===== config.mk =====
export PLATFORM = sky130hd
export DESIGN_NAME = battery_measurement_results
export DESIGN_NICKNAME = d
export VERILOG_FILES = /design/src/core/battery_meas_pkg.sv /design/src/core/battery_measurement_results.sv
export SDC_FILE = /design/constraint.sdc
export NUM_CORES = 1
export LEC_CHECK = 0
export CAP_MARGIN = 40
export CELL_PAD_IN_SITES_DETAIL_PLACEMENT = 0
export CELL_PAD_IN_SITES_GLOBAL_PLACEMENT = 1
export CORE_MARGIN = 4
export CORE_UTILIZATION = 50
export DETAILED_ROUTE_END_ITERATION = 8
export DONT_BUFFER_PORTS = 1
export PLACE_DENSITY = 0.81
export SLEW_MARGIN = 20
export SYNTH_ARGS = -nofsm -noshare
export SYNTH_HDL_FRONTEND = slang
export SYNTH_SLANG_ARGS = --single-unit

===== constraint.sdc =====
create_clock -name i_ref_clk -period 24.2 [get_ports i_ref_clk]
set_input_delay 1.21 -clock i_ref_clk [delete_from_list [all_inputs] [get_ports i_ref_clk]]
set_output_delay 1.21 -clock i_ref_clk [all_outputs]
set_load 0.03 [all_outputs]

===== src/core/battery_meas_pkg.sv =====
// shared constants and types for the battery measurement result block
package battery_meas_pkg;
	// ----------------------------------------------------------------
	// timing
	// ----------------------------------------------------------------
	localparam int CLK_PERIOD_NS    = 100;
	localparam int SAMPLE_PERIOD_NS = 687000;
	localparam int SAMPLE_CYCLES    = SAMPLE_PERIOD_NS / CLK_PERIOD_NS;
	localparam int VOLT_SLOT_A      = 0;
	localparam int VOLT_SLOT_B      = 5;
	localparam int TEMP_SLOT        = 2;
	localparam int SLOTS            = 10;
	// ----------------------------------------------------------------
	// averaging depths, as shift counts
	// ----------------------------------------------------------------
	localparam int INST_SHIFT = 7;
	localparam int AVG_SHIFT  = 12;
	localparam int AVG_EXTRA  = 3;
	localparam int VOLT_SHIFT = 2;
	localparam int TEMP_SHIFT = 5;
	localparam int ACC_SHIFT  = 16;
	localparam logic signed [16:0] BLANK_LIMIT = 17'sd64;
	// ----------------------------------------------------------------
	// word addresses and configuration fields
	// ----------------------------------------------------------------
	localparam logic [15:0] ADDR_AUX_RATIO = 16'h6000;
	localparam logic [15:0] ADDR_AUX_ABS   = 16'h6001;
	localparam logic [15:0] ADDR_UPPER     = 16'h6002;
	localparam logic [15:0] ADDR_LOWER     = 16'h6003;
	localparam logic [15:0] ADDR_INSTANT   = 16'h6004;
	localparam logic [15:0] ADDR_TEMP      = 16'h6005;
	localparam logic [15:0] ADDR_ACC_MAIN  = 16'h6006;
	localparam logic [15:0] ADDR_ACC_MID   = 16'h6007;
	localparam logic [15:0] ADDR_ACC_LOW   = 16'h6008;
	localparam logic [15:0] ADDR_AVERAGE   = 16'h6009;
	localparam logic [15:0] ADDR_CONFIG    = 16'h600a;
	localparam int CFG_BIAS_MSB  = 15;
	localparam int CFG_BIAS_LSB  = 8;
	localparam int CFG_BLANK_BIT = 0;
	localparam logic [15:0] RESULT_RESET = 16'h0000;
	localparam logic [15:0] POS_LIMIT    = 16'h7fff;
	localparam logic [15:0] NEG_LIMIT    = 16'h8000;
	// ----------------------------------------------------------------
	// types
	// ----------------------------------------------------------------
	typedef enum logic [2:0] {
		CH_CURRENT   = 3'b000,
		CH_LOWER     = 3'b001,
		CH_UPPER     = 3'b010,
		CH_AUX_ABS   = 3'b011,
		CH_AUX_RATIO = 3'b100,
		CH_TEMP      = 3'b101
	} conv_chan_t;
	typedef struct packed {
		logic        valid;
		conv_chan_t  chan;
	} conv_req_t;
	typedef struct packed {
		logic        valid;
		conv_chan_t  chan;
		logic [15:0] data;
	} conv_result_t;
	typedef struct packed {
		logic        rd;
		logic        wr;
		logic [15:0] addr;
		logic [15:0] wdata;
	} mem_req_t;
endpackage : battery_meas_pkg


===== src/core/battery_measurement_results.sv =====
// measurement sequencer, averaging, charge accumulator and result words
// Operation
// - one current sample every sample period
// - voltage sample every five sample periods
// - temperature every ten periods, averaged before update
// - average voltage samples per result word
// - auxiliary reported absolute and as supply ratio
// - results as consecutive words from 6000h
// - instant current averages 128 samples
// - positive result means charging current
// - instant current clamps at 7fffh and 8000h
// - average of 4096 samples, three extra bits
// - continuous offset cancellation by rounded averages
// - signed bias added to every current sample
// - bias sits in configuration upper byte
// - 16-bit signed charge accumulator word
// - accumulator saturates at both extremes
// - software reads and writes main accumulator
// - 32 fraction bits in two extra words
// - main word write clears fraction words
// - blanking drops small positive samples from the accumulator
// - cell voltage words clamp at maximum
// - temperature word two's complement, averaged
// - bias 15:8, reserved 7:1, blank bit 0
// - auxiliary words unsigned averages clamped at 7fffh, absolute and ratio form
`timescale 1ns/100ps
module battery_measurement_results
	import battery_meas_pkg::*;
#(
	parameter int SAMPLE_PERIOD = SAMPLE_CYCLES
) (
	input  wire logic         i_ref_clk,
	input  wire logic         i_reset_n,
	input  wire mem_req_t     i_mem,
	output logic [15:0]       o_rdata,
	output conv_req_t         o_conv_req,
	input  wire conv_result_t i_conv
);
	// ----------------------------------------------------------------
	// helpers
	// ----------------------------------------------------------------
	function automatic logic [15:0] sat16(input logic signed [31:0] v);
		if (v > 32'sd32767) begin
			sat16 = POS_LIMIT;
		end else if (v < -32'sd32768) begin
			sat16 = NEG_LIMIT;
		end else begin
			sat16 = v[15:0];
		end
	endfunction : sat16

	// rounding by half an lsb keeps the residual offset within half a step
	function automatic logic signed [31:0] rshift_round(input logic signed [31:0] v,
		input int sh);
		logic signed [31:0] half;
		half = 32'sd1 <<< (sh - 1);
		rshift_round = (v + half) >>> sh;
	endfunction : rshift_round

	// ----------------------------------------------------------------
	// state
	// ----------------------------------------------------------------
	logic [12:0]        period_cnt, next_period_cnt;
	logic [3:0]         slot, next_slot;
	logic [1:0]         volt_sel, next_volt_sel;
	conv_req_t          next_conv_req;
	logic [15:0]        config_word, next_config_word;
	logic [15:0]        result [4], next_result [4];
	logic [17:0]        vsum [4], next_vsum [4];
	logic [1:0]         vcnt [4], next_vcnt [4];
	logic [15:0]        temperature_result, next_temperature_result;
	logic signed [20:0] tsum, next_tsum;
	logic [4:0]         tcnt, next_tcnt;
	logic [15:0]        instant_current, next_instant_current;
	logic signed [23:0] isum, next_isum;
	logic [6:0]         icnt, next_icnt;
	logic [15:0]        average_current, next_average_current;
	logic signed [28:0] asum, next_asum;
	logic [11:0]        acnt, next_acnt;
	logic signed [47:0] charge_accumulator, next_charge_accumulator;
	logic [15:0]        next_rdata;
	logic signed [16:0] corrected;
	logic               cur_valid;
	logic               blanked;
	logic signed [48:0] acc_sum;
	logic signed [31:0] inst_calc;

	// ----------------------------------------------------------------
	// current sample path
	// ----------------------------------------------------------------
	assign cur_valid = i_conv.valid && (i_conv.chan == CH_CURRENT);
	// bias per sample
	// a positive raw sample is charge, and the sign is kept end to end
	assign corrected = 17'($signed(i_conv.data)) +
		17'($signed(config_word[CFG_BIAS_MSB:CFG_BIAS_LSB]));
	assign blanked = config_word[CFG_BLANK_BIT] && (corrected > 17'sd0) &&
		(corrected < BLANK_LIMIT);
	assign acc_sum = 49'(charge_accumulator) + (49'(corrected) <<< ACC_SHIFT);
	assign inst_calc = rshift_round(32'(isum + 24'(corrected)), INST_SHIFT);

	// ----------------------------------------------------------------
	// next state
	// ----------------------------------------------------------------
	always_comb begin
		next_period_cnt         = period_cnt;
		next_slot               = slot;
		next_volt_sel           = volt_sel;
		next_conv_req           = '0;
		next_config_word        = config_word;
		next_result             = result;
		next_vsum               = vsum;
		next_vcnt               = vcnt;
		next_temperature_result = temperature_result;
		next_tsum               = tsum;
		next_tcnt               = tcnt;
		next_instant_current    = instant_current;
		next_isum               = isum;
		next_icnt               = icnt;
		next_average_current    = average_current;
		next_asum               = asum;
		next_acnt               = acnt;
		next_charge_accumulator = charge_accumulator;
		next_rdata              = o_rdata;

		if (32'(period_cnt) == SAMPLE_PERIOD - 1) begin
			next_period_cnt = '0;
			next_slot = (32'(slot) == SLOTS - 1) ? 4'h0 : slot + 4'h1;
		end else begin
			next_period_cnt = period_cnt + 13'h1;
		end
		if (period_cnt == 13'h0) begin
			next_conv_req = '{valid: 1'b1, chan: CH_CURRENT};
		end else if (32'(period_cnt) == SAMPLE_PERIOD / 2) begin
			// voltage slots rotate through four words
			if (32'(slot) == VOLT_SLOT_A || 32'(slot) == VOLT_SLOT_B) begin
				next_conv_req = '{valid: 1'b1, chan: conv_chan_t'(3'(volt_sel) + 3'h1)};
				next_volt_sel = volt_sel + 2'h1;
			end else if (32'(slot) == TEMP_SLOT) begin
				next_conv_req = '{valid: 1'b1, chan: CH_TEMP};
			end
		end

		for (int i = 0; i < 4; i++) begin
			if (i_conv.valid && (32'(i_conv.chan) == i + 1)) begin
				if (vcnt[i] == 2'h3) begin
					next_result[i] = sat16(32'(vsum[i] + 18'(i_conv.data)) >>> VOLT_SHIFT);
					next_vsum[i] = '0;
				end else begin
					next_vsum[i] = vsum[i] + 18'(i_conv.data);
				end
				next_vcnt[i] = vcnt[i] + 2'h1;
			end
		end

		if (i_conv.valid && i_conv.chan == CH_TEMP) begin
			if (tcnt == 5'h1f) begin
				next_temperature_result = sat16(rshift_round(
					32'(tsum + 21'($signed(i_conv.data))), TEMP_SHIFT));
				next_tsum = '0;
			end else begin
				next_tsum = tsum + 21'($signed(i_conv.data));
			end
			next_tcnt = tcnt + 5'h1;
		end

		if (cur_valid) begin
			if (icnt == 7'h7f) begin
				next_instant_current = sat16(inst_calc);
				next_isum = '0;
			end else begin
				next_isum = isum + 24'(corrected);
			end
			next_icnt = icnt + 7'h1;
			// long average keeps three more bits
			if (acnt == 12'hfff) begin
				next_average_current = sat16(rshift_round(
					32'(asum + 29'(corrected)), AVG_SHIFT - AVG_EXTRA));
				next_asum = '0;
			end else begin
				next_asum = asum + 29'(corrected);
			end
			next_acnt = acnt + 12'h1;
			if (!blanked) begin
				if (acc_sum[48] != acc_sum[47]) begin
					next_charge_accumulator = acc_sum[48] ?
						{1'b1, 47'h0} : {1'b0, {47{1'b1}}};
				end else begin
					next_charge_accumulator = acc_sum[47:0];
				end
			end
		end

		// software writes win over a sample in the same cycle
		if (i_mem.wr) begin
			if (i_mem.addr == ADDR_ACC_MAIN) begin
				next_charge_accumulator = {i_mem.wdata, 32'h0};
			end
			if (i_mem.addr == ADDR_CONFIG) begin
				next_config_word = {i_mem.wdata[CFG_BIAS_MSB:CFG_BIAS_LSB], 7'h0,
					i_mem.wdata[CFG_BLANK_BIT]};
			end
		end

		// one word per access: a sample may land between two accumulator reads
		// word map
		if (i_mem.rd) begin
			unique case (i_mem.addr)
				ADDR_AUX_RATIO: next_rdata = result[3];
				ADDR_AUX_ABS:   next_rdata = result[2];
				ADDR_UPPER:     next_rdata = result[1];
				ADDR_LOWER:     next_rdata = result[0];
				ADDR_INSTANT:   next_rdata = instant_current;
				ADDR_TEMP:      next_rdata = temperature_result;
				ADDR_ACC_MAIN:  next_rdata = charge_accumulator[47:32];
				ADDR_ACC_MID:   next_rdata = charge_accumulator[31:16];
				ADDR_ACC_LOW:   next_rdata = charge_accumulator[15:0];
				ADDR_AVERAGE:   next_rdata = average_current;
				ADDR_CONFIG:    next_rdata = config_word;
				default:        next_rdata = '0;
			endcase
		end
	end

	// ----------------------------------------------------------------
	// registers
	// ----------------------------------------------------------------
	always_ff @(posedge i_ref_clk) begin
		if (!i_reset_n) begin
			period_cnt         <= '0;
			slot               <= '0;
			volt_sel           <= '0;
			o_conv_req         <= '0;
			config_word        <= RESULT_RESET;
			result             <= '{default: RESULT_RESET};
			vsum               <= '{default: '0};
			vcnt               <= '{default: '0};
			temperature_result <= RESULT_RESET;
			tsum               <= '0;
			tcnt               <= '0;
			instant_current    <= RESULT_RESET;
			isum               <= '0;
			icnt               <= '0;
			average_current    <= RESULT_RESET;
			asum               <= '0;
			acnt               <= '0;
			charge_accumulator <= '0;
			o_rdata            <= RESULT_RESET;
		end else begin
			period_cnt         <= next_period_cnt;
			slot               <= next_slot;
			volt_sel           <= next_volt_sel;
			o_conv_req         <= next_conv_req;
			config_word        <= next_config_word;
			result             <= next_result;
			vsum               <= next_vsum;
			vcnt               <= next_vcnt;
			temperature_result <= next_temperature_result;
			tsum               <= next_tsum;
			tcnt               <= next_tcnt;
			instant_current    <= next_instant_current;
			isum               <= next_isum;
			icnt               <= next_icnt;
			average_current    <= next_average_current;
			asum               <= next_asum;
			acnt               <= next_acnt;
			charge_accumulator <= next_charge_accumulator;
			o_rdata            <= next_rdata;
		end
	end

	// ----------------------------------------------------------------
	// checks
	// ----------------------------------------------------------------
	// current request timing
	a_cur_req_time: assert property (@(posedge i_ref_clk) disable iff (!i_reset_n)
		o_conv_req.valid && o_conv_req.chan == CH_CURRENT |-> $past(period_cnt) == 13'h0)
		else $error("current request off period start");
	a_temp_slot: assert property (@(posedge i_ref_clk) disable iff (!i_reset_n)
		o_conv_req.valid && o_conv_req.chan == CH_TEMP |-> 32'($past(slot)) == TEMP_SLOT)
		else $error("temperature request outside its slot");
	// rounded window mean worked out apart from the datapath, for the check below
	logic signed [16:0] inst_mean;
	assign inst_mean = 17'((isum + 24'(corrected) + 24'sd64) >>> INST_SHIFT);
	a_inst_update: assert property (@(posedge i_ref_clk) disable iff (!i_reset_n)
		cur_valid && icnt == 7'h7f |=> instant_current ==
		(($past(inst_mean) > 17'sd32767) ? POS_LIMIT :
		($past(inst_mean) < -17'sd32768) ? NEG_LIMIT : $past(inst_mean[15:0])))
		else $error("instant current not the rounded 128 sample mean");
	a_inst_hold: assert property (@(posedge i_ref_clk) disable iff (!i_reset_n)
		!(cur_valid && icnt == 7'h7f) |=> $stable(instant_current))
		else $error("instant current changed mid window");
	a_acc_write: assert property (@(posedge i_ref_clk) disable iff (!i_reset_n)
		i_mem.wr && i_mem.addr == ADDR_ACC_MAIN |=>
		charge_accumulator == {$past(i_mem.wdata), 32'h0})
		else $error("accumulator write did not clear fraction words");
	a_blank_drop: assert property (@(posedge i_ref_clk) disable iff (!i_reset_n)
		cur_valid && blanked && !i_mem.wr |=> $stable(charge_accumulator))
		else $error("blanked sample reached the accumulator");
	a_acc_sat: assert property (@(posedge i_ref_clk) disable iff (!i_reset_n)
		cur_valid && corrected > 17'sd0 && !i_mem.wr &&
		charge_accumulator == {1'b0, {47{1'b1}}} |=> charge_accumulator == {1'b0, {47{1'b1}}})
		else $error("accumulator wrapped on overflow");
	a_cfg_reserved: assert property (@(posedge i_ref_clk) disable iff (!i_reset_n)
		i_mem.rd && i_mem.addr == ADDR_CONFIG |=> o_rdata[7:1] == 7'h0)
		else $error("reserved configuration bits read nonzero");
	a_read_map: assert property (@(posedge i_ref_clk) disable iff (!i_reset_n)
		i_mem.rd && i_mem.addr == ADDR_INSTANT |=> o_rdata == $past(instant_current))
		else $error("current word read mismatch");
	a_cfg_write: assert property (@(posedge i_ref_clk) disable iff (!i_reset_n)
		i_mem.wr && i_mem.addr == ADDR_CONFIG |=> config_word ==
		{$past(i_mem.wdata[CFG_BIAS_MSB:CFG_BIAS_LSB]), 7'h0, $past(i_mem.wdata[CFG_BLANK_BIT])})
		else $error("configuration write not stored as its fields");
	a_volt_slot: assert property (@(posedge i_ref_clk) disable iff (!i_reset_n)
		o_conv_req.valid && o_conv_req.chan inside {[CH_LOWER:CH_AUX_RATIO]} |->
		32'($past(slot)) == VOLT_SLOT_A || 32'($past(slot)) == VOLT_SLOT_B)
		else $error("voltage request outside its slots");
	a_req_pulse: assert property (@(posedge i_ref_clk) disable iff (!i_reset_n)
		o_conv_req.valid |=> !o_conv_req.valid)
		else $error("converter request held beyond one cycle");
	a_acc_floor: assert property (@(posedge i_ref_clk) disable iff (!i_reset_n)
		cur_valid && corrected < 17'sd0 && !i_mem.wr &&
		charge_accumulator == {1'b1, 47'h0} |=> charge_accumulator == {1'b1, 47'h0})
		else $error("accumulator wrapped on underflow");
	a_read_main: assert property (@(posedge i_ref_clk) disable iff (!i_reset_n)
		i_mem.rd && i_mem.addr == ADDR_ACC_MAIN |=>
		o_rdata == $past(charge_accumulator[47:32]))
		else $error("main accumulator word read mismatch");
	a_read_frac: assert property (@(posedge i_ref_clk) disable iff (!i_reset_n)
		i_mem.rd && i_mem.addr == ADDR_ACC_MID |=>
		o_rdata == $past(charge_accumulator[31:16]))
		else $error("middle accumulator word read mismatch");
	a_rdata_hold: assert property (@(posedge i_ref_clk) disable iff (!i_reset_n)
		!i_mem.rd |=> $stable(o_rdata))
		else $error("read data changed without a read");
	a_avg_hold: assert property (@(posedge i_ref_clk) disable iff (!i_reset_n)
		!(cur_valid && acnt == 12'hfff) |=> $stable(average_current))
		else $error("average current changed mid window");
	a_temp_hold: assert property (@(posedge i_ref_clk) disable iff (!i_reset_n)
		!(i_conv.valid && i_conv.chan == CH_TEMP && tcnt == 5'h1f) |=>
		$stable(temperature_result))
		else $error("temperature result changed mid window");
	a_read_unmapped: assert property (@(posedge i_ref_clk) disable iff (!i_reset_n)
		i_mem.rd && !(i_mem.addr inside {[ADDR_AUX_RATIO:ADDR_CONFIG]}) |=>
		o_rdata == 16'h0000)
		else $error("unmapped address read nonzero");
endmodule : battery_measurement_results


* After elaboration in Yosys (flattened, before gate mapping)
Index checks and enable logic that the tools add are counted.
Word-level totals: word-level logic and storage cells 163, register bits after elaboration 386, bits of input ports 56
Operators by class: mux-type cells 33, equality and inequality tests 29, $lt $le $gt $ge 16, bitwise operators 3, add/sub/neg operators 30, reduce and logical (&&, ||, !) cells 23
Operator list (number):
- 2-to-1 mux 48 bit | 6
- 2-to-1 mux 16 bit | 14
- == test 16 x 15 -> 1 bit (second input constant) | 11
- one-hot mux 16 bit (11 select lines) | 1
- < comparator 18 x 16 -> 1 bit (second input constant) | 5
- adder 18 x 16 -> 19 bit | 4
- adder 18 x 16 -> 18 bit | 4
- 2-to-1 mux 18 bit | 4
- > comparator 17 x 15 -> 1 bit (second input constant) | 4
- adder 48 x 33 -> 49 bit | 1
- adder 30 x 10 -> 31 bit (second input constant) | 1
- adder 29 x 17 -> 30 bit | 1
- adder 29 x 17 -> 29 bit | 1
- 2-to-1 mux 29 bit | 1
- adder 25 x 8 -> 26 bit (second input constant) | 1
- adder 24 x 17 -> 25 bit | 1
- adder 24 x 17 -> 24 bit | 1
- 2-to-1 mux 24 bit | 1
- adder 22 x 6 -> 23 bit (second input constant) | 1
- adder 21 x 16 -> 22 bit | 1
- > comparator 22 x 16 -> 1 bit (second input constant) | 1
- < comparator 22 x 16 -> 1 bit (second input constant) | 1
- adder 21 x 16 -> 21 bit | 1
- 2-to-1 mux 21 bit | 1
- 37 further kinds | 66

* Depth between registers and ports, before layout
Gate-level depths: netlist of the first run.
depth in word-level cells 8, gate-level depth with buffers 24, mapped depth without buffers 23

* Least setup slack after synthesis of the first run
OpenSTA, ideal clock, no wires.
path kind input -> register, from in i_conv[1] (netlist bit), to reg average_current[5], arrival time 10.550 ns, required time 24.129 ns, slack 13.580 ns, path buffers 1, library setup time 0.071 ns, stages on the path 22, cells stage by stage inv_1 -> fa_1 -> nand2b_1 -> a21oi_4 -> o21a_1 -> o311a_1 -> o311a_1 -> o21ai_0 -> inv_1 -> fa_1 -> nor2b_1 -> o21a_1 -> a311oi_1 -> o21ai_0 -> nor2b_1 -> a31oi_1 -> xor2_1 -> o211ai_2 -> o31ai_4 -> buf_4 -> nand3_1 -> a21oi_1
On the way: cells in the longest elaborated chain, start to end 6, elaborated cells between the ends (all ways) 7
RTL lines:
- start: declaration | RTL line battery_measurement_results.sv:37 | input wire conv_result_t i_conv
- adder 16 x 8 -> 17 bit (*) | RTL line battery_measurement_results.sv:94 | assign corrected = 17'($signed(i_conv.data)) +
- adder 29 x 17 -> 30 bit (*) | RTL line battery_measurement_results.sv:177 | 32'(asum + 29'(corrected)), AVG_SHIFT - AVG_EXTRA));
- adder 30 x 10 -> 31 bit (*) | RTL line battery_measurement_results.sv:57 | rshift_round = (v + half) >>> sh;
- < comparator 22 x 16 -> 1 bit | RTL line battery_measurement_results.sv:45 | end else if (v < -32'sd32768) begin
- 2-to-1 mux 16 bit | RTL line battery_measurement_results.sv:45
- 2-to-1 mux 16 bit (*) | RTL line battery_measurement_results.sv:43 | if (v > 32'sd32767) begin
- end signal: assignment | RTL line battery_measurement_results.sv:263 | average_current <= next_average_current;
- end: declaration | RTL line battery_measurement_results.sv:77 | logic [15:0] average_current, next_average_current;
Every way passes the cells marked *; elsewhere a longest branch is shown, timed or not. A chain may end at the register's enable or synchronous reset.

* Final worst setup path of the first run
Same ends and word-level chain as after synthesis.

==> results_dict.tcl, run 1 <==
set metrics [dict create \
    power.switching_w 0.000444 \
    wl_per_cell_um 21.6 \
    fmax_mhz 140 \
    drive_gt1_frac 0.0748 \
    p_total_w 0.00162 \
    io_buffers 0 \
    synthArstFlopShare 0 \
    swShare 0.275 \
    synth.ff_latch_count 386 \
    tns_ps 0 \
    maxCapViolations 0 \
    synth_cells 3249 \
    antenna_found_initial 2 \
    finalClockSkew_ps 30.9 \
    avgSynthCellArea_um2 8.41 \
    numCtsBuffers 46 \
    post-route-period-util 0.296 \
    crit_required_ps 24720 \
    synth_top_area_frac 0.283 \
    first_pass_iters 8 \
    grt_max_degree 116 \
    cts-hold-fix-buffers 0 \
    fin_nets 3627 \
    core_area_um2 53900 \
    ant_nets 0 \
    syn-num-nets 3647 \
    die_y_um 242 \
    start_util 0.506 \
    fin_cells 3960 \
    clock-sinks 386 \
    ys_seq_area_frac 0.283 \
    worstPathMaxFanout 45 \
    maxSlewHeadroom 0.379 \
    critPathKind "input port to flop" \
    powerDensity_nw_per_um2 54.3 \
    drc_errors 0 \
    place_inst 3876 \
    ys_types 99 \
    yosysWarnings 0 \
    yosysTopAreaCell "dfxtp_1" \
    power.internal_w 0.00117 \
    post_cts_resized 0 \
    clock_latency_ps 600 \
    comb_power_share 0.135 \
    path_clk_slew_ps 60 \
    rsz0062_at_grt "false" \
    grt_pass1_vias 23100 \
    pwr-share-seq 0.404 \
    timing.final.ws_setup_ps 17040 \
    ctsHtreeMaxLevel 2 \
    cts_root_buffer "clkbuf_16" \
    worst_slew_pin_slew_ps 931 \
    synth_area_leaders "dfxtp_1 28%, ha_1 13%, fa_1 5.1%, nor2_1 4.9%, a21oi_1 4.9%" \
    area_growth_pct 8.97 \
    groute.usage.overall 0.280 \
    cp_cell_sequence "inv_1 -> fa_1 -> nand2b_1 -> a21oi_4 -> o21a_1 -> o311a_1 -> o311a_1 -> o21ai_4 -> buf_4 -> inv_1 -> buf_8 -> fa_1 -> nor2b_1 -> o21a_1 -> a311oi_1 -> o21ai_0 -> and3_1 -> a211oi_1 -> nand3_1 -> o31ai_4 -> nand3_1 -> a21oi_1" \
    drtIter0Drc 2526 \
    vias 24500 \
    syn-cell-area_um2 27300 \
    overflow 0 \
    cts_tree "done" \
    min_period_ps 7160 \
    grt_first_pass_wirelength_mm 132 \
    fp.dieW_um 242 \
    synth_edf_count 0 \
    dieArea_um2 58400 \
    power_frac_clock 0.461 \
    p_leak_nw 12.0 \
    max_stage_delay_ps 640 \
    n_fill_cell 4969 \
    dp_hpwl_mm 64.8 \
    report.final.hold_viol_count 0 \
    post-place-ws_ps 16430 \
    avgViaCountPerCell 6.20 \
    start_kind "input port" \
    finalMaxSlewViolations 0 \
    setup_viol 0 \
    hp-class "flop to flop" \
    rows 85 \
    wirelength_mm 85.3 \
    io_pins 76 \
    ctsLongestPathBuffers 3 \
    worst_path_max_delay_cell "fa_1" \
    crit_family "compound AO/OA/AOI/OAI gates" \
    cp-end-kind "flop" \
    hold_ws_ps 434 \
    gp_congestion 0.945 \
    critPathBufInv 4 \
    outcome "finished, final reports clean" \
    peakVddDrop_uv 57.5 \
    cts_setup_buffers 0 \
    arrival_ps 7680 \
    synthFlopType "dfxtp_1" \
]
[synthesized netlist by cell type (58+ instances only)]
cell type	n
dfxtp_1	386
nor2_1	357
ha_1	273
a21oi_1	265
nand2_1	253
inv_1	176
o21ai_0	173
xnor2_1	132
a22oi_1	112
clkbuf_1	102
xor2_1	91
nand3_1	83
fa_1	69
nor3_1	58
o221a_2	58
[per-layer routing]
metal / GRT usage / vias to the layer above / wire length (µm)
li1: - / 11800 / -
met1: 0.393 / 11800 / 38000
met2: 0.449 / 769 / 38300
met3: 0.0420 / 136 / 6540
met4: 0.0797 / 2 / 2480
met5: 0 / - / 13
[cells by family after synthesis]
group / after synthesis / share of synthesized area
compound gates: 1020 / 0.260
fa+ha+maj: 342 / 0.176
xor+xnor: 223 / 0.0715
flops: 386 / 0.283
buf+inv: 297 / 0.0420
mux: 10 / 0.00371
simple gates: 971 / 0.164
[worst paths after layout]
check	from	to	slack, ps	depth (start not counted)
setup / recovery	i_conv[1]	average_current[5]	17040	22
hold reg to reg	result[15]	result[15]	430	2
setup reg to reg	config_word[15]	average_current[5]	17070	21
hold / removal	result[15]	result[15]	430	2
[sequential cells by signal (all words and copies together) (netlist names)]
signal,count
tsum,21
charge_accumulator,48
o_rdata,16
volt_sel,2
isum,24
tcnt,5
average_current,16
result,64
period_cnt,13
acnt,12
config_word,9
o_conv_req,4
temperature_result,16
instant_current,16
icnt,7
vcnt,8
vsum,72
asum,29
slot,4
[through the flow]
stage,utilization,cell area (µm²)
after global routing,0.552,29800
after CTS,0.552,29700
after detailed placement,0.522,28100
after floorplan,-,27300
final,0.552,29800
after global placement,0.519,28000
[cells in the final DEF (no fill, tap or decap), types with 10 or more instances in the layout]
master	synthesis	routed
dfxtp_1	386	386
nor2_1	357	357
ha_1	273	273
a21oi_1	265	265
nand2_1	253	252
inv_1	176	176
o21ai_0	173	172
xnor2_1	132	132
a22oi_1	112	112
xor2_1	91	91
nand3_1	83	83
fa_1	69	69
o221a_2	58	58
nor3_1	58	56
a31oi_1	48	48
clkbuf_16	0	46
a21o_1	45	45
buf_4	4	45
a222oi_1	41	41
o21a_1	36	36
nor2b_1	31	31
nand2b_1	29	29
o211ai_1	28	28
o21bai_1	25	25
nand4_1	23	23
or3_1	22	22
and3_1	20	20
nor4_1	20	19
o31ai_1	18	18
a211oi_1	17	17
and2_1	12	12
or2_2	11	11
nand3b_1	11	11
o31a_1	11	11
o21ai_1	10	10
a31o_2	10	10
a41oi_1	10	10
[worst reg2reg max path, delay by kind of cell, from the launching register on]
kind                       cells  cell delay, ps
and+or+nand+nor                5             840
adders and majority gates      2            1090
DFF                            1             750
buffers and inverters          3            1210
AOI/OAI and AO/OA             11            3150
[power by group through the flow]
stage | Clock, W | Sequential (W) | Combinational [W]
3_5_place_dp | 0 | 0.000667 | 0.000214
3_3_place_gp | 0 | 0.000666 | 0.000209
4_1_cts | 0.000760 | 0.000653 | 0.000216
6_report | 0.000745 | 0.000653 | 0.000218
5_1_grt | 0.000784 | 0.000654 | 0.000240
2_1_floorplan | 0 | 0.000664 | 0.000164
[final cells by class]
cell class                 instances  area, µm²  share of cell area
clock buffer                      59       1260              0.0423
timing repair buffer              52        419              0.0141
inverter                         177        669              0.0225
sequential                       386       7730               0.260
clock inverter                    23        345              0.0116
tap                              696        871              0.0293
antenna                            1       2.50           0.0000841
multi-input combinational       2566      18500               0.620
(Power assumes the default switching activity.)
==> inputs of run 2 (changes only) <==
--- a/config.mk
+++ b/config.mk
@@ -5,14 +5,15 @@
 export SDC_FILE = /design/constraint.sdc
 export NUM_CORES = 1
 export LEC_CHECK = 0
+export ABC_AREA = 1
 export CAP_MARGIN = 40
 export CELL_PAD_IN_SITES_DETAIL_PLACEMENT = 0
 export CELL_PAD_IN_SITES_GLOBAL_PLACEMENT = 1
 export CORE_MARGIN = 4
-export CORE_UTILIZATION = 50
+export CORE_UTILIZATION = 43
 export DETAILED_ROUTE_END_ITERATION = 8
 export DONT_BUFFER_PORTS = 1
-export PLACE_DENSITY = 0.81
+export PLACE_DENSITY = 0.77
 export SLEW_MARGIN = 20
 export SYNTH_ARGS = -nofsm -noshare
 export SYNTH_HDL_FRONTEND = slang
==> constraint.sdc (replaced) <==
create_clock -name i_ref_clk -period 6.1 [get_ports i_ref_clk]
set_input_delay 0.305 -clock i_ref_clk [delete_from_list [all_inputs] [get_ports i_ref_clk]]
set_output_delay 0.305 -clock i_ref_clk [all_outputs]
set_load 0.03 [all_outputs]
==> run 2 against run 1 <==
  * Clock skew is 0.69 ps lower
  * Clock-buffer cell count up 3
  * First-iteration DRC count fell by 10%
  * Combinational power grew to 4.5 times the previous value
  * Hold slack worse by 350 ps
  * Sequential power rose to 4.0 times the previous value
  * Largest cell class unchanged
  * Global-route usage decreased by 2.6 points
  * Setup slack worse by 16000 ps
  * Routed wire length grew 12%
==> results_dict.tcl, run 2 <==
set metrics [dict create \
    crit_family "compound AO/OA/AOI/OAI gates" \
    multi_input_area_um2 19600 \
    worst_slew_pin_slew_ps 830 \
    outcome "finished, final reports clean" \
    final_area_um2 32500 \
    start_kind "flop" \
    grt_max_degree 165 \
    drive_gt1_frac 0.0676 \
    fp.dieW_um 270 \
    dp_hpwl_mm 72.1 \
    rows 95 \
    synth_cells 4242 \
    post_cts_resized 0 \
    dieArea_um2 73100 \
    cts_tree "done" \
    finalClockSkew_ps 30.2 \
    syn-num-nets 4640 \
    yosysWarnings 0 \
    setup_viol 0 \
    io_pins 76 \
    overflow 0 \
    synth_area_leaders "dfxtp_1 26%, ha_1 12%, nand2_1 10%, a21oi_1 8.9%, inv_1 5.7%" \
    die_y_um 270 \
    clock-sinks 386 \
    power.internal_w 0.00463 \
    fmax_mhz 181 \
    fin_cells 5132 \
    cp-startpoint "config_word[15]" \
    wirelength_mm 96.0 \
    yosysTopAreaCell "dfxtp_1" \
    layout_common_cells "819 x nand2_1, 526 x a21oi_1, 449 x inv_1" \
    synth_top_area_frac 0.261 \
    finalMaxSlewViolations 0 \
    crit_required_ps 6580 \
    p_leak_nw 14.5 \
    power_frac_clock 0.456 \
    fin_nets 4619 \
    place_inst 5018 \
    synth_common_cells "819 x nand2_1, 526 x a21oi_1, 452 x inv_1, 386 x dfxtp_1, 347 x nor2_1" \
    synth_edf_count 0 \
    min_period_ps 5530 \
    maxCapViolations 0 \
    hold_path.startpoint "i_conv[17]" \
    hp-class "input port to flop" \
    rr_worst_depth 30 \
    max_stage_delay_ps 550 \
    tns_ps 0 \
    rsz0062_at_grt "false" \
    wl_per_cell_um 18.7 \
    drc_errors 0 \
    core_area_um2 67800 \
    swShare 0.297 \
    peakVddDrop_uv 244 \
    yosysMostFrequentCell "nand2_1" \
    ctsHtreeMaxLevel 2 \
    worst-r2r-setup-slack_ps 570 \
    r2r-start "config_word[15]" \
    grt_first_pass_wirelength_mm 150 \
    holdPathStages 3 \
    io_buffers 0 \
    cp-end-kind "flop" \
    area_growth_pct 9.63 \
    pwr-share-seq 0.394 \
    report.final.hold_viol_count 0 \
    worstHoldEndpoint "vcnt[4]" \
    ctsLongestPathBuffers 3 \
    utilization 0.479 \
    start_util 0.437 \
    syn-cell-area_um2 29600 \
    ff_latch_area_um2 7730 \
    ys_types 67 \
    cts_root_buffer "clkbuf_16" \
    cts-hold-fix-buffers 21 \
    ant_nets 0 \
    vias 28000 \
    placed_cell_area_um2 30500 \
    power.switching_w 0.00196 \
    synthFlopType "dfxtp_1" \
    synth.ff_latch_count 386 \
    post-route-period-util 0.906 \
    path_clk_slew_ps 60 \
    worstPathMaxFanout 18 \
    powerDensity_nw_per_um2 203 \
    worst_path_max_delay_cell "fa_1" \
    critPathKind "flop to flop" \
    comb_power_share 0.149 \
    top_regs "vsum x72, result x64, charge_accumulator x48" \
    antenna_found_initial 3 \
    drtIter0Drc 2268 \
    numCtsBuffers 48 \
    cpMostUsedCell "nand2_1" \
    first_pass_iters 5 \
    groute.usage.overall 0.254 \
    timing.rr.end "average_current[4]" \
    final_common_cell "nand2_1" \
    ys_seq_area_frac 0.261 \
    maxSlewHeadroom 0.441 \
    largest_reg_flops 72 \
    arrival_ps 6010 \
    n_fill_cell 7009 \
    regMostFlops "vsum" \
    gp_congestion 0.936 \
    synthArstFlopShare 0 \
    clock_latency_ps 630 \
    avgViaCountPerCell 5.46 \
    avgSynthCellArea_um2 6.98 \
    critPathBufInv 6 \
    cts_setup_buffers 0 \
    p_total_w 0.00659 \
    grt_pass1_vias 26100 \
]
run 2: cell types whose count changed after synthesis, sizes merged, moves of 31 or more:
| cell | before | now |
|---|---|---|
| o221a | 59 | 0 |
| a22oi | 112 | 3 |
| o21ai | 186 | 348 |
| or2 | 11 | 42 |
| a21oi | 270 | 551 |
| nand3 | 83 | 274 |
| xnor2 | 132 | 40 |
| nand2 | 253 | 862 |
| a222oi | 41 | 0 |
| inv | 176 | 460 |
| nor2b | 31 | 0 |
run 2: area by class of cell:
cell class,instances,share of cell area
clock buffer,62,0.0405
tap,873,0.0336
sequential,386,0.238
timing repair buffer,69,0.0199
multi-input combinational,3253,0.604
antenna,1,0.0000771
inverter,463,0.0537
clock inverter,25,0.0102
run 2: layer usage:
metal,global-route usage,up-vias,wire (µm)
met4,0.0626,0,2360
met5,0,-,0
met3,0.0377,123,5460
li1,-,14200,-
met2,0.387,660,40800
met1,0.376,13100,47300
run 2: power by group through the flow:
stage | combinational [W] | clock, W | sequential, W
6_report | 0.000984 | 0.00301 | 0.00260
5_1_grt | 0.00111 | 0.00318 | 0.00260
4_1_cts | 0.000975 | 0.00308 | 0.00260
3_5_place_dp | 0.000936 | 0 | 0.00265
3_3_place_gp | 0.000936 | 0 | 0.00265
2_1_floorplan | 0.000731 | 0 | 0.00264
run 2: how the worst max path moves through the flow:
stage / slack, ps / end / cells after the start
after floorplan: 110 / average_current[8] / 28
after global placement: 720 / average_current[3] / 28
after detailed placement: 660 / average_current[0] / 30
after CTS: 650 / charge_accumulator[5] / 29
after global routing: 9 / charge_accumulator[14] / 29
final: 570 / average_current[4] / 30
run 2: metrics by stage:
stage,setup WS (ps),hold slack (ps)
after floorplan,107,416
after global placement,718,428
after detailed placement,655,430
after CTS,649,35.5
after global routing,9.13,69.7
final,575,84.6
run 2: cells by family (layout without fill, tap and decap cells):
logic type,count (synthesis),in the layout,synth area share
AO/OA/AOI/OAI,1107,1107,0.211
XOR/XNOR,152,152,0.0463
adder cells (fa/ha/maj),342,342,0.162
buffers and inverters,603,619,0.0791
flip-flops,386,386,0.261
other,0,1,0
AND/OR/NAND/NOR,1652,1652,0.240
run 2: tightest hold or removal path: stages:
cell and delay (ps):
nand2_1 60, nor2_1 110, a21oi_1 160
